### config.mk
export PLATFORM = sky130hd
export DESIGN_NAME = irc_top
export DESIGN_NICKNAME = d
export VERILOG_FILES = /design/src/pkg/irc_pkg.sv /design/src/pkg/irc_ctx_if.sv /design/src/verilog/irc_top.sv /design/src/verilog/irc_ctx_engine.sv
export VERILOG_INCLUDE_DIRS = /design/src /design/src/pkg
export SDC_FILE = /design/constraint.sdc
export NUM_CORES = 1
export LEC_CHECK = 0
export ABC_AREA = 1
export BUFFER_PORTS_ARGS = -buffer_cell sky130_fd_sc_hd__buf_2
export CORE_ASPECT_RATIO = 0.9
export CORE_MARGIN = 1
export CORE_UTILIZATION = 45
export CTS_CLUSTER_DIAMETER = 200
export DETAILED_ROUTE_END_ITERATION = 12
export PLACE_DENSITY = 0.68
export SETUP_SLACK_MARGIN = 0.02
export SYNTH_ARGS = -nofsm -noshare
export SYNTH_HDL_FRONTEND = slang
export SYNTH_SLANG_ARGS = --single-unit
export TNS_END_PERCENT = 10
### constraint.sdc
create_clock -name clk -period 2.8 [get_ports clk]
set_clock_uncertainty 0.1 [all_clocks]
set_input_delay 0.14 -clock clk [delete_from_list [all_inputs] [get_ports clk]]
set_output_delay 0.14 -clock clk [all_outputs]
set_load 0.05 [all_outputs]
### src/pkg/irc_regs.svh
// Purpose: register offsets, field positions and reset values for the iso receive controls
// Assumes: Wishbone byte addresses, one 32-bit word per register
// Notes: four contexts, set alias and clear alias per context
// Summary of operation
// - There are four receive contexts, zero to three, each with its own control register.
// - Each control register has a set alias at 400h and a clear alias at 404h, 32 bytes apart.
// - After reset bits 26 to 13 and 11 to 8 read zero.
// - With pack_buffers set, packets are packed back to back to fill each buffer.
// - With pack_buffers clear, each packet goes to a buffer of its own.
// - With keep_packet_header set, each stored packet keeps its received header.
// - With headers kept, a trailer ends each packet with transfer_result and a 16-bit timestamp.
// - With keep_packet_header clear, the header is stripped before storing.
// - With start_on_cycle_enable set, the context starts when start_cycle_value equals a cycle count.
// - Hardware clears start_on_cycle_enable once the context is active.
// - With all_channel_receive set, packets on every channel enabled in the mask are taken.
// - In all-channel operation the single channel of the match register is ignored.
// - The active bit is set while the context processes descriptors.
`ifndef IRC_REGS_SVH
`define IRC_REGS_SVH
`define IRC_SET_BASE 12'h400
`define IRC_CLR_BASE 12'h404
`define IRC_STRIDE 12'h020
`define IRC_BIT_PACK 31
`define IRC_BIT_KEEP 30
`define IRC_BIT_CYC_EN 29
`define IRC_BIT_ALLCH 28
`define IRC_BIT_RUN 15
`define IRC_BIT_WAKE 12
`define IRC_BIT_DEAD 11
`define IRC_BIT_ACTIVE 10
`define IRC_CYC_LSB 12
`define IRC_CYC_W 13
`define IRC_SW_MASK 32'hf000_9000
`define IRC_CTRL_RESET 32'h0000_0000
`define IRC_HDR_W 32
`endif

### src/pkg/irc_pkg.sv
package irc_pkg;
  typedef enum logic [1:0] {IRC_IDLE, IRC_WAIT_CYCLE, IRC_ACTIVE} irc_state_t;
  typedef enum logic [1:0] {IRC_OUT_NONE, IRC_OUT_HEADER, IRC_OUT_DATA, IRC_OUT_TRAILER} irc_kind_t;
endpackage : irc_pkg

### src/pkg/irc_ctx_if.sv
// Purpose: per-context control signals between register file and context engine
// Assumes: one clock
// Notes: none
`timescale 1ns/10ps
`default_nettype none
interface irc_ctx_if;
  logic run;
  logic wake;
  logic pack;
  logic keep;
  logic cyc_en;
  logic allch;
  logic [12:0] cyc_val;
  logic active;
  logic dead;
  logic cyc_clr;
  logic wake_clr;
  modport regs (output run, wake, pack, keep, cyc_en, allch, cyc_val, input active, dead, cyc_clr,
                wake_clr);
  modport eng (input run, wake, pack, keep, cyc_en, allch, cyc_val, output active, dead, cyc_clr,
               wake_clr);
endinterface : irc_ctx_if
`default_nettype wire

### src/verilog/irc_top.sv
// Purpose: four iso receive context controls behind a classic Wishbone slave
// Assumes: software keeps option bits stable while running; link words are in the clk domain
// Notes: ack is registered, one wait state; unmapped reads return zero with ack
//
// Design decision made here: the Wishbone interface to the registers.
`timescale 1ns/10ps
`default_nettype none
`include "irc_regs.svh"
module irc_top
  import irc_pkg::*;
#(
  parameter int N_CTX = 4
)
(
  input wire logic clk,
  input wire logic rstn,
  input wire logic wb_cyc_i,
  input wire logic wb_stb_i,
  input wire logic wb_we_i,
  input wire logic [11:0] wb_adr_i,
  input wire logic [3:0] wb_sel_i,
  input wire logic [31:0] wb_dat_i,
  output logic [31:0] wb_dat_o,
  output logic wb_ack_o,
  input wire logic [5:0] ctx_channel [N_CTX],
  input wire logic [63:0] chan_mask,
  input wire logic cs_valid,
  input wire logic [12:0] cs_count,
  input wire logic [15:0] cs_stamp,
  input wire logic pk_valid,
  input wire logic pk_first,
  input wire logic pk_last,
  input wire logic [5:0] pk_chan,
  input wire logic [31:0] pk_data,
  input wire logic [15:0] pk_status,
  input wire logic [N_CTX-1:0] buf_full,
  output logic [N_CTX-1:0] st_valid,
  output logic [31:0] st_data [N_CTX],
  output irc_kind_t st_kind [N_CTX],
  output logic [N_CTX-1:0] st_buf_end
);
  import irc_pkg::*;

  // The context index decode is only two bits wide
  if (N_CTX < 1 || N_CTX > 4) begin : g_bad_ctx
    $error("N_CTX must be 1 to 4");
  end

  logic [31:0] ctrl_ff [N_CTX];
  logic [12:0] start_cycle_value_ff [N_CTX];
  logic [31:0] rd_word;
  logic wr_set;
  logic wr_clr;
  logic [1:0] hit_ctx;

  function automatic logic [31:0] lane_mask(input logic [3:0] sel);
    lane_mask = {{8{sel[3]}}, {8{sel[2]}}, {8{sel[1]}}, {8{sel[0]}}};
  endfunction : lane_mask

  // Aliases sit at base + 32*n; bits 4:0 pick set or clear
  always_comb begin
    hit_ctx = 2'd0;
    wr_set = 1'b0;
    wr_clr = 1'b0;
    for (int i = 0; i < N_CTX; i++) begin
      if (wb_adr_i == `IRC_SET_BASE + 12'(i) * `IRC_STRIDE) begin
        hit_ctx = 2'(i);
        wr_set = 1'b1;
      end
      if (wb_adr_i == `IRC_CLR_BASE + 12'(i) * `IRC_STRIDE) begin
        hit_ctx = 2'(i);
        wr_clr = 1'b1;
      end
    end
  end

  genvar g;
  generate
    for (g = 0; g < N_CTX; g++) begin : g_ctx
      irc_ctx_if cif ();
      logic do_set;
      logic do_clr;
      logic [31:0] wmask;

      assign do_set = wb_cyc_i && wb_stb_i && wb_we_i && !wb_ack_o && wr_set && hit_ctx == 2'(g);
      assign do_clr = wb_cyc_i && wb_stb_i && wb_we_i && !wb_ack_o && wr_clr && hit_ctx == 2'(g);
      assign wmask = wb_dat_i & lane_mask(wb_sel_i) & `IRC_SW_MASK;

      always_ff @(posedge clk or negedge rstn) begin
        if (!rstn) begin
          ctrl_ff[g] <= `IRC_CTRL_RESET;
        end else begin
          ctrl_ff[g][31:28] <= (ctrl_ff[g][31:28] | (do_set ? wmask[31:28] : 4'h0))
                               & ~(do_clr ? wmask[31:28] : 4'h0);
          // Hardware clear of the start enable wins over a software set in the same cycle
          if (cif.cyc_clr)
            ctrl_ff[g][`IRC_BIT_CYC_EN] <= 1'b0;
          ctrl_ff[g][`IRC_BIT_RUN] <= (ctrl_ff[g][`IRC_BIT_RUN] | (do_set && wmask[`IRC_BIT_RUN]))
                                      & ~(do_clr && wmask[`IRC_BIT_RUN]);
          // A software wake wins over the engine's clear
          if (do_set && wmask[`IRC_BIT_WAKE])
            ctrl_ff[g][`IRC_BIT_WAKE] <= 1'b1;
          else if (cif.wake_clr || (do_clr && wmask[`IRC_BIT_WAKE]))
            ctrl_ff[g][`IRC_BIT_WAKE] <= 1'b0;
          ctrl_ff[g][`IRC_BIT_DEAD] <= cif.dead;
          ctrl_ff[g][`IRC_BIT_ACTIVE] <= cif.active;
          ctrl_ff[g][9:0] <= 10'h000;
          ctrl_ff[g][14:13] <= 2'b00;
          ctrl_ff[g][27:16] <= 12'h000;
        end
      end

      // Start cycle value comes from the companion register at base+8
      assign cif.run = ctrl_ff[g][`IRC_BIT_RUN];
      assign cif.wake = ctrl_ff[g][`IRC_BIT_WAKE];
      assign cif.pack = ctrl_ff[g][`IRC_BIT_PACK];
      assign cif.keep = ctrl_ff[g][`IRC_BIT_KEEP];
      assign cif.cyc_en = ctrl_ff[g][`IRC_BIT_CYC_EN];
      assign cif.allch = ctrl_ff[g][`IRC_BIT_ALLCH];
      assign cif.cyc_val = start_cycle_value_ff[g];

      irc_ctx_engine u_eng (
        .clk(clk),
        .rstn(rstn),
        .ctl(cif),
        .my_channel(ctx_channel[g]),
        .chan_mask(chan_mask),
        .cs_valid(cs_valid),
        .cs_count(cs_count),
        .cs_stamp(cs_stamp),
        .pk_valid(pk_valid),
        .pk_first(pk_first),
        .pk_last(pk_last),
        .pk_chan(pk_chan),
        .pk_data(pk_data),
        .pk_status(pk_status),
        .buf_full(buf_full[g]),
        .st_valid(st_valid[g]),
        .st_data(st_data[g]),
        .st_kind(st_kind[g]),
        .st_buf_end(st_buf_end[g])
      );
    end
  endgenerate

  // Start cycle values: a small companion register per context at base+8
  generate
    for (g = 0; g < N_CTX; g++) begin : g_cyc
      always_ff @(posedge clk or negedge rstn) begin
        if (!rstn)
          start_cycle_value_ff[g] <= 13'h0000;
        else if (wb_cyc_i && wb_stb_i && wb_we_i && !wb_ack_o
                 && wb_adr_i == `IRC_SET_BASE + 12'h008 + 12'(g) * `IRC_STRIDE)
          start_cycle_value_ff[g] <= wb_dat_i[`IRC_CYC_LSB +: `IRC_CYC_W];
      end
    end
  endgenerate

  always_comb begin
    rd_word = 32'h0000_0000;
    for (int i = 0; i < N_CTX; i++) begin
      if (wb_adr_i == `IRC_SET_BASE + 12'(i) * `IRC_STRIDE
          || wb_adr_i == `IRC_CLR_BASE + 12'(i) * `IRC_STRIDE)
        rd_word = ctrl_ff[i];
      if (wb_adr_i == `IRC_SET_BASE + 12'h008 + 12'(i) * `IRC_STRIDE)
        rd_word = {19'h00000, start_cycle_value_ff[i]} << `IRC_CYC_LSB;
    end
  end

  // Registered ack: one wait state, dropped the cycle after it is given
  always_ff @(posedge clk or negedge rstn) begin
    if (!rstn) begin
      wb_ack_o <= 1'b0;
      wb_dat_o <= 32'h0000_0000;
    end else begin
      wb_ack_o <= wb_cyc_i && wb_stb_i && !wb_ack_o;
      if (wb_cyc_i && wb_stb_i && !wb_ack_o && !wb_we_i)
        wb_dat_o <= rd_word;
    end
  end
endmodule : irc_top
`default_nettype wire

### src/verilog/irc_ctx_engine.sv
// Purpose: one receive context: start control, channel filter, header strip, packing
// Assumes: link words arrive tagged with first and last flags, one per cycle
// Notes: descriptor fetch is outside; buffer end is signalled by buf_full
`timescale 1ns/10ps
`default_nettype none
`include "irc_regs.svh"
module irc_ctx_engine
  import irc_pkg::*;
(
  input wire logic clk,
  input wire logic rstn,
  irc_ctx_if.eng ctl,
  input wire logic [5:0] my_channel,
  input wire logic [63:0] chan_mask,
  input wire logic cs_valid,
  input wire logic [12:0] cs_count,
  input wire logic [15:0] cs_stamp,
  input wire logic pk_valid,
  input wire logic pk_first,
  input wire logic pk_last,
  input wire logic [5:0] pk_chan,
  input wire logic [31:0] pk_data,
  input wire logic [15:0] pk_status,
  input wire logic buf_full,
  output logic st_valid,
  output logic [31:0] st_data,
  output irc_kind_t st_kind,
  output logic st_buf_end
);
  irc_state_t state_ff;
  logic [15:0] stamp_ff;
  logic take_ff;
  logic tail_ff;
  logic [15:0] tail_stat_ff;
  logic accept;

  always_ff @(posedge clk or negedge rstn) begin
    if (!rstn) begin
      state_ff <= IRC_IDLE;
    end else begin
      case (state_ff)
        IRC_IDLE: begin
          if (ctl.run)
            state_ff <= ctl.cyc_en ? IRC_WAIT_CYCLE : IRC_ACTIVE;
        end
        IRC_WAIT_CYCLE: begin
          if (!ctl.run)
            state_ff <= IRC_IDLE;
          else if (cs_valid && cs_count == ctl.cyc_val)
            state_ff <= IRC_ACTIVE;
        end
        IRC_ACTIVE: begin
          if (!ctl.run)
            state_ff <= IRC_IDLE;
        end
        default: state_ff <= IRC_IDLE;
      endcase
    end
  end

  assign ctl.active = (state_ff == IRC_ACTIVE);
  assign ctl.cyc_clr = (state_ff == IRC_ACTIVE) && ctl.cyc_en;
  assign ctl.dead = 1'b0;
  assign ctl.wake_clr = ctl.active && ctl.wake;

  always_ff @(posedge clk or negedge rstn) begin
    if (!rstn)
      stamp_ff <= 16'h0000;
    else if (cs_valid)
      stamp_ff <= cs_stamp;
  end

  // All-channel mode looks only at the mask, never at the context's own channel
  assign accept = ctl.allch ? chan_mask[pk_chan] : (pk_chan == my_channel);

  always_ff @(posedge clk or negedge rstn) begin
    if (!rstn)
      take_ff <= 1'b0;
    else if (pk_valid && pk_first)
      take_ff <= ctl.active && accept && !pk_last;
    else if (pk_valid && pk_last)
      take_ff <= 1'b0;
  end

  always_ff @(posedge clk or negedge rstn) begin
    if (!rstn) begin
      st_valid <= 1'b0;
      st_data <= 32'h0000_0000;
      st_kind <= IRC_OUT_NONE;
      st_buf_end <= 1'b0;
      tail_ff <= 1'b0;
      tail_stat_ff <= 16'h0000;
    end else begin
      st_valid <= 1'b0;
      st_kind <= IRC_OUT_NONE;
      st_buf_end <= 1'b0;
      tail_ff <= 1'b0;
      if (tail_ff) begin
        st_valid <= 1'b1;
        st_kind <= IRC_OUT_TRAILER;
        st_data <= {tail_stat_ff, stamp_ff};
        st_buf_end <= !ctl.pack || buf_full;
      end else if (pk_valid && ((pk_first && ctl.active && accept) || (!pk_first && take_ff))) begin
        if (pk_first && !ctl.keep) begin
          st_valid <= 1'b0;
        end else begin
          st_valid <= 1'b1;
          st_kind <= pk_first ? IRC_OUT_HEADER : IRC_OUT_DATA;
          st_data <= pk_data;
        end
        if (pk_last) begin
          if (ctl.keep) begin
            tail_ff <= 1'b1;
            tail_stat_ff <= pk_status;
          end else begin
            // One packet per buffer unless packing; packing closes only on a full buffer
            st_buf_end <= !ctl.pack || buf_full;
          end
        end
      end
    end
  end
endmodule : irc_ctx_engine
`default_nettype wire

==> reports/results.txt <==
The tightest min-delay check is of the in -> reg type. After synthesis, the netlist uses 50 different library cells. The critical path data arrival time came out at 2770 ps. The die span in y was 188 um; the total routing usage reported by global routing was 0.312.

Horizontal die dimension: 209 um. For this block, the routed nets add up to 61200 um of wire. Traced cell by cell, the critical path runs through nor4_2, nand2_1, nor4_1, inv_1, nor2_1, a22oi_1. The clock tree synthesis step divided the H-tree into 2 levels.

Counting flops and latches in the post-synthesis netlist gives 339. STA classifies the critical path startpoint as a flip-flop. Counting the buffers created by CTS gives 38. By area the synthesized netlist is led by dfrtp_1 (49%), nand2_1 (17%), o21ai_0 (6.8%), nand3_1 (6.2%), inv_1 (3.1%). The cell area that synthesis handed to floorplanning was 17300 um^2. The library cells used most frequently in the layout, excluding fill and tap cells, are nand2_1 (767), buf_2 (376), dfrtp_1 (335). The tools report the type of destination of the critical path as a flip-flop.

The tools report the number of antenna violations at the first check in global routing as 1. The switching portion of total power was 0.384. The layout overhead on the synthesized area works out to 26.7%.

The library cell used most frequently in the layout, excluding fill and tap cells, is nand2_1. The actual transition at the worst max-transition pin is 889 ps. For the portion of total power attributed to combinational logic, the log shows 0.302.

Cell accounting for the most synthesized area: dfrtp_1. Share of synthesized registers carrying an async set or reset: 1.00. Buffers plus inverters on the worst setup path: 1. The critical path's largest stage delay was 540 ps.

The count of hold buffers inserted by post-cts repair is 94. In the routed design, unresolved DRC markers number 0. The insertion delay of the later-clocked pin in the worst-skew pair was 540 ps; the detailed-route vias per instance was 5.58. TritonCTS built the clock tree. Entering global routing, the biggest net connects 81 pins.

The first global-routing pass estimated 95600 um of wire. The tools report the final count of pins violating max slew as 0. The share of final-layout standard cells stronger than drive strength 1 was 0.211; the count of input and output buffers was 377. The worst IR drop on VDD came out at 0.000638 V.

The post-route cell area came out at 21900 um^2. The clock slew seen by the registers of the worst setup and hold paths was 60 ps. The run finished with clean final reports.

The most frequently used flop master after synthesis is dfrtp_1. In this run the worst path has a maximum fanout of 6. The number of gates resized after CTS was 0.

Before antenna repair, the detailed router went through 5 iterations. The max-slew headroom at the worst pin came out at 0.406. The total leakage power was 0.0110 uW; the post-route minimum period was 2500 ps. 409 I/O pins were placed.

Data on the critical path is required at its endpoint by 3070 ps. The portion of synthesized cell area occupied by the leading cell type was 0.491; the total via count after detailed routing was 17.4k. For this run, the post-layout net count is 2834. Share of power burned in the clock network: 0.319. The internal power of the cells totals 10400 uW.

In this run the mean area of a mapped cell was 7.98 um^2. The post-synthesis sequential area ratio was 0.491; the maximum clock insertion buffer count was 3. Setup repair after global routing left no endpoint under its margin. The logs give 67 for the number of rows created at floorplan and 0 for the total overflow reported by the global router. Yosys mapped a number of flops with a built-in enable equal to 0. The part of the total power dissipated in sequential elements was 0.379.

Power spread over the standard cell area amounts to 772 nW/um^2. The via count of the first global-routing pass was 17.3k. The timing-limited maximum frequency was 0.400 GHz. Synthesis produced 2165 cells. On the critical path the largest part of the delay comes from simple AND/OR/NAND/NOR gates. The logs give 0 for the final-report setup violation count and 0.955 for the routability congestion estimate from global placement.

The run gives 339 as the number of sinks handled by clock tree synthesis. The run gives 1747 as the number of DRC violations after detailed-routing iteration 0. The die covers 39200 um^2. Dividing the detail-routed wire length by the instance count gives 19.6 um. The tools report the summed negative setup slack over all endpoints as 0 ps. The buffer type at the clock tree root is clkbuf_16. During synthesis, Yosys emitted a total of 0 warnings. The sum of net half-perimeters after detailed placement is 42100 um. The critical path is of the reg -> reg type. Buffers added to address setup during post-CTS repair amount to 0. The remaining antenna violation count after routing was 0; the final number of hold-violating endpoints was 0.

The core region is 37600 um^2. The worst-path cell with the longest stage delay is nor4_1. Summed over all nets, the switching power comes to 6490 uW.

The effective utilization at floorplan was 0.460; the post-route fraction of the period consumed by the critical path was 0.894. The run gives 19600 um^2 as the placed instance area. The tools report the number of max-cap violations as 0.
## per-layer routing
metal,global-route usage,vias up,share of wire
li1,-,8039,-
met4,0.101,0,0.028
met3,0.0554,128,0.091
met5,0,-,0
met2,0.516,850,0.47
met1,0.415,8373,0.41
## worst paths after layout
| kind | start | endpoint | slack, ps | cells past startpoint |
|---|---|---|---|---|
| worst max-delay path | wb_ack_o | ctrl_ff[79] | 300 | 6 |
| worst min-delay path | pk_data[28] | g_ctx[3].u_eng.st_data[28] | 10 | 5 |
| worst max register to register | wb_ack_o | ctrl_ff[79] | 300 | 6 |
| worst min register to register | g_ctx[1].u_eng.state_ff[1] | g_ctx[1].u_eng.state_ff[0] | 370 | 1 |
| max in group asynchronous | rstn | g_ctx[2].u_eng.st_data[12] | 1550 | 3 |
| min in group asynchronous | rstn | g_ctx[3].u_eng.st_data[21] | 70 | 2 |
## through the flow
stage          total power (uW)  cells  setup slack (ps)  hold slack (ps)  utilization
2_1_floorplan              9880   2178               591             -256            -
3_3_place_gp              11300   2951               140             89.4        0.522
3_5_place_dp              11400   2951               126             75.2        0.522
4_1_cts                   16900   3114               333            0.212        0.583
5_1_grt                   17600   3115              56.1             41.5        0.583
6_report                  16900   3116               298             13.2        0.583
## synthesized netlist by cell type, types with 10 or more instances
master     number
buf_4          33
o22ai_1        19
xnor2_1        20
nand4_1        56
a221oi_1       10
a22oi_1        11
nor2_1         47
nand2_1       767
nand3_1       214
mux2_2         16
o21ai_0       235
buf_2          23
inv_1         145
o2111ai_1      13
dfrtp_1       339
buf_6          15
clkbuf_1       63
a21oi_1        21
## area by class of cell
class / count / area [um^2]
sequential: 339 / 8490
antenna: 2 / 5.00
clock buffer: 50 / 1120
fill: 3444 / 15700
timing repair buffer: 525 / 3380
inverter: 153 / 579
multi-input combinational: 1545 / 7480
tap: 483 / 604
clock inverter: 19 / 226
## power by group through the flow
stage,Combinational (uW),Sequential [uW],Clock [uW]
final,5090,6410,5390
after global routing,5440,6500,5640
after CTS,5080,6390,5430
after detailed placement,4950,6460,0
after global placement,4890,6440,0
after floorplan,1600,8270,0
## worst reg2reg max path, stage by stage (launching register included)
cell,delay (ps)
dfrtp_1,400
nor4_2,340
nand2_1,150
nor4_1,540
inv_1,220
nor2_1,460
a22oi_1,140
## kinds of logic (layout without fill, tap and decap cells)
kind of cell / Yosys count / after routing / share of synthesized area
AO/OA/AOI/OAI: 360 / 360 / 0.123
multiplexers: 16 / 16 / 0.0104
XOR/XNOR: 27 / 27 / 0.0137
flip-flops: 339 / 339 / 0.491
other: 1 / 16 / 0.000217
buffers and inverters: 294 / 747 / 0.0795
AND/OR/NAND/NOR: 1128 / 1128 / 0.283
## flip-flops by register name, summed over array words and instances, names as in the netlist
signal	flops
ctrl_ff	28
g_ctx.cif.cyc_val	52
g_ctx.u_eng.st_buf_end	4
g_ctx.u_eng.st_data	128
g_ctx.u_eng.st_kind	8
g_ctx.u_eng.st_valid	4
g_ctx.u_eng.stamp_ff	16
g_ctx.u_eng.state_ff	8
g_ctx.u_eng.tail_ff	4
g_ctx.u_eng.tail_stat_ff	64
g_ctx.u_eng.take_ff	4
wb_ack_o	1
wb_dat_o	18
Power figures use the tool's default switching activity.
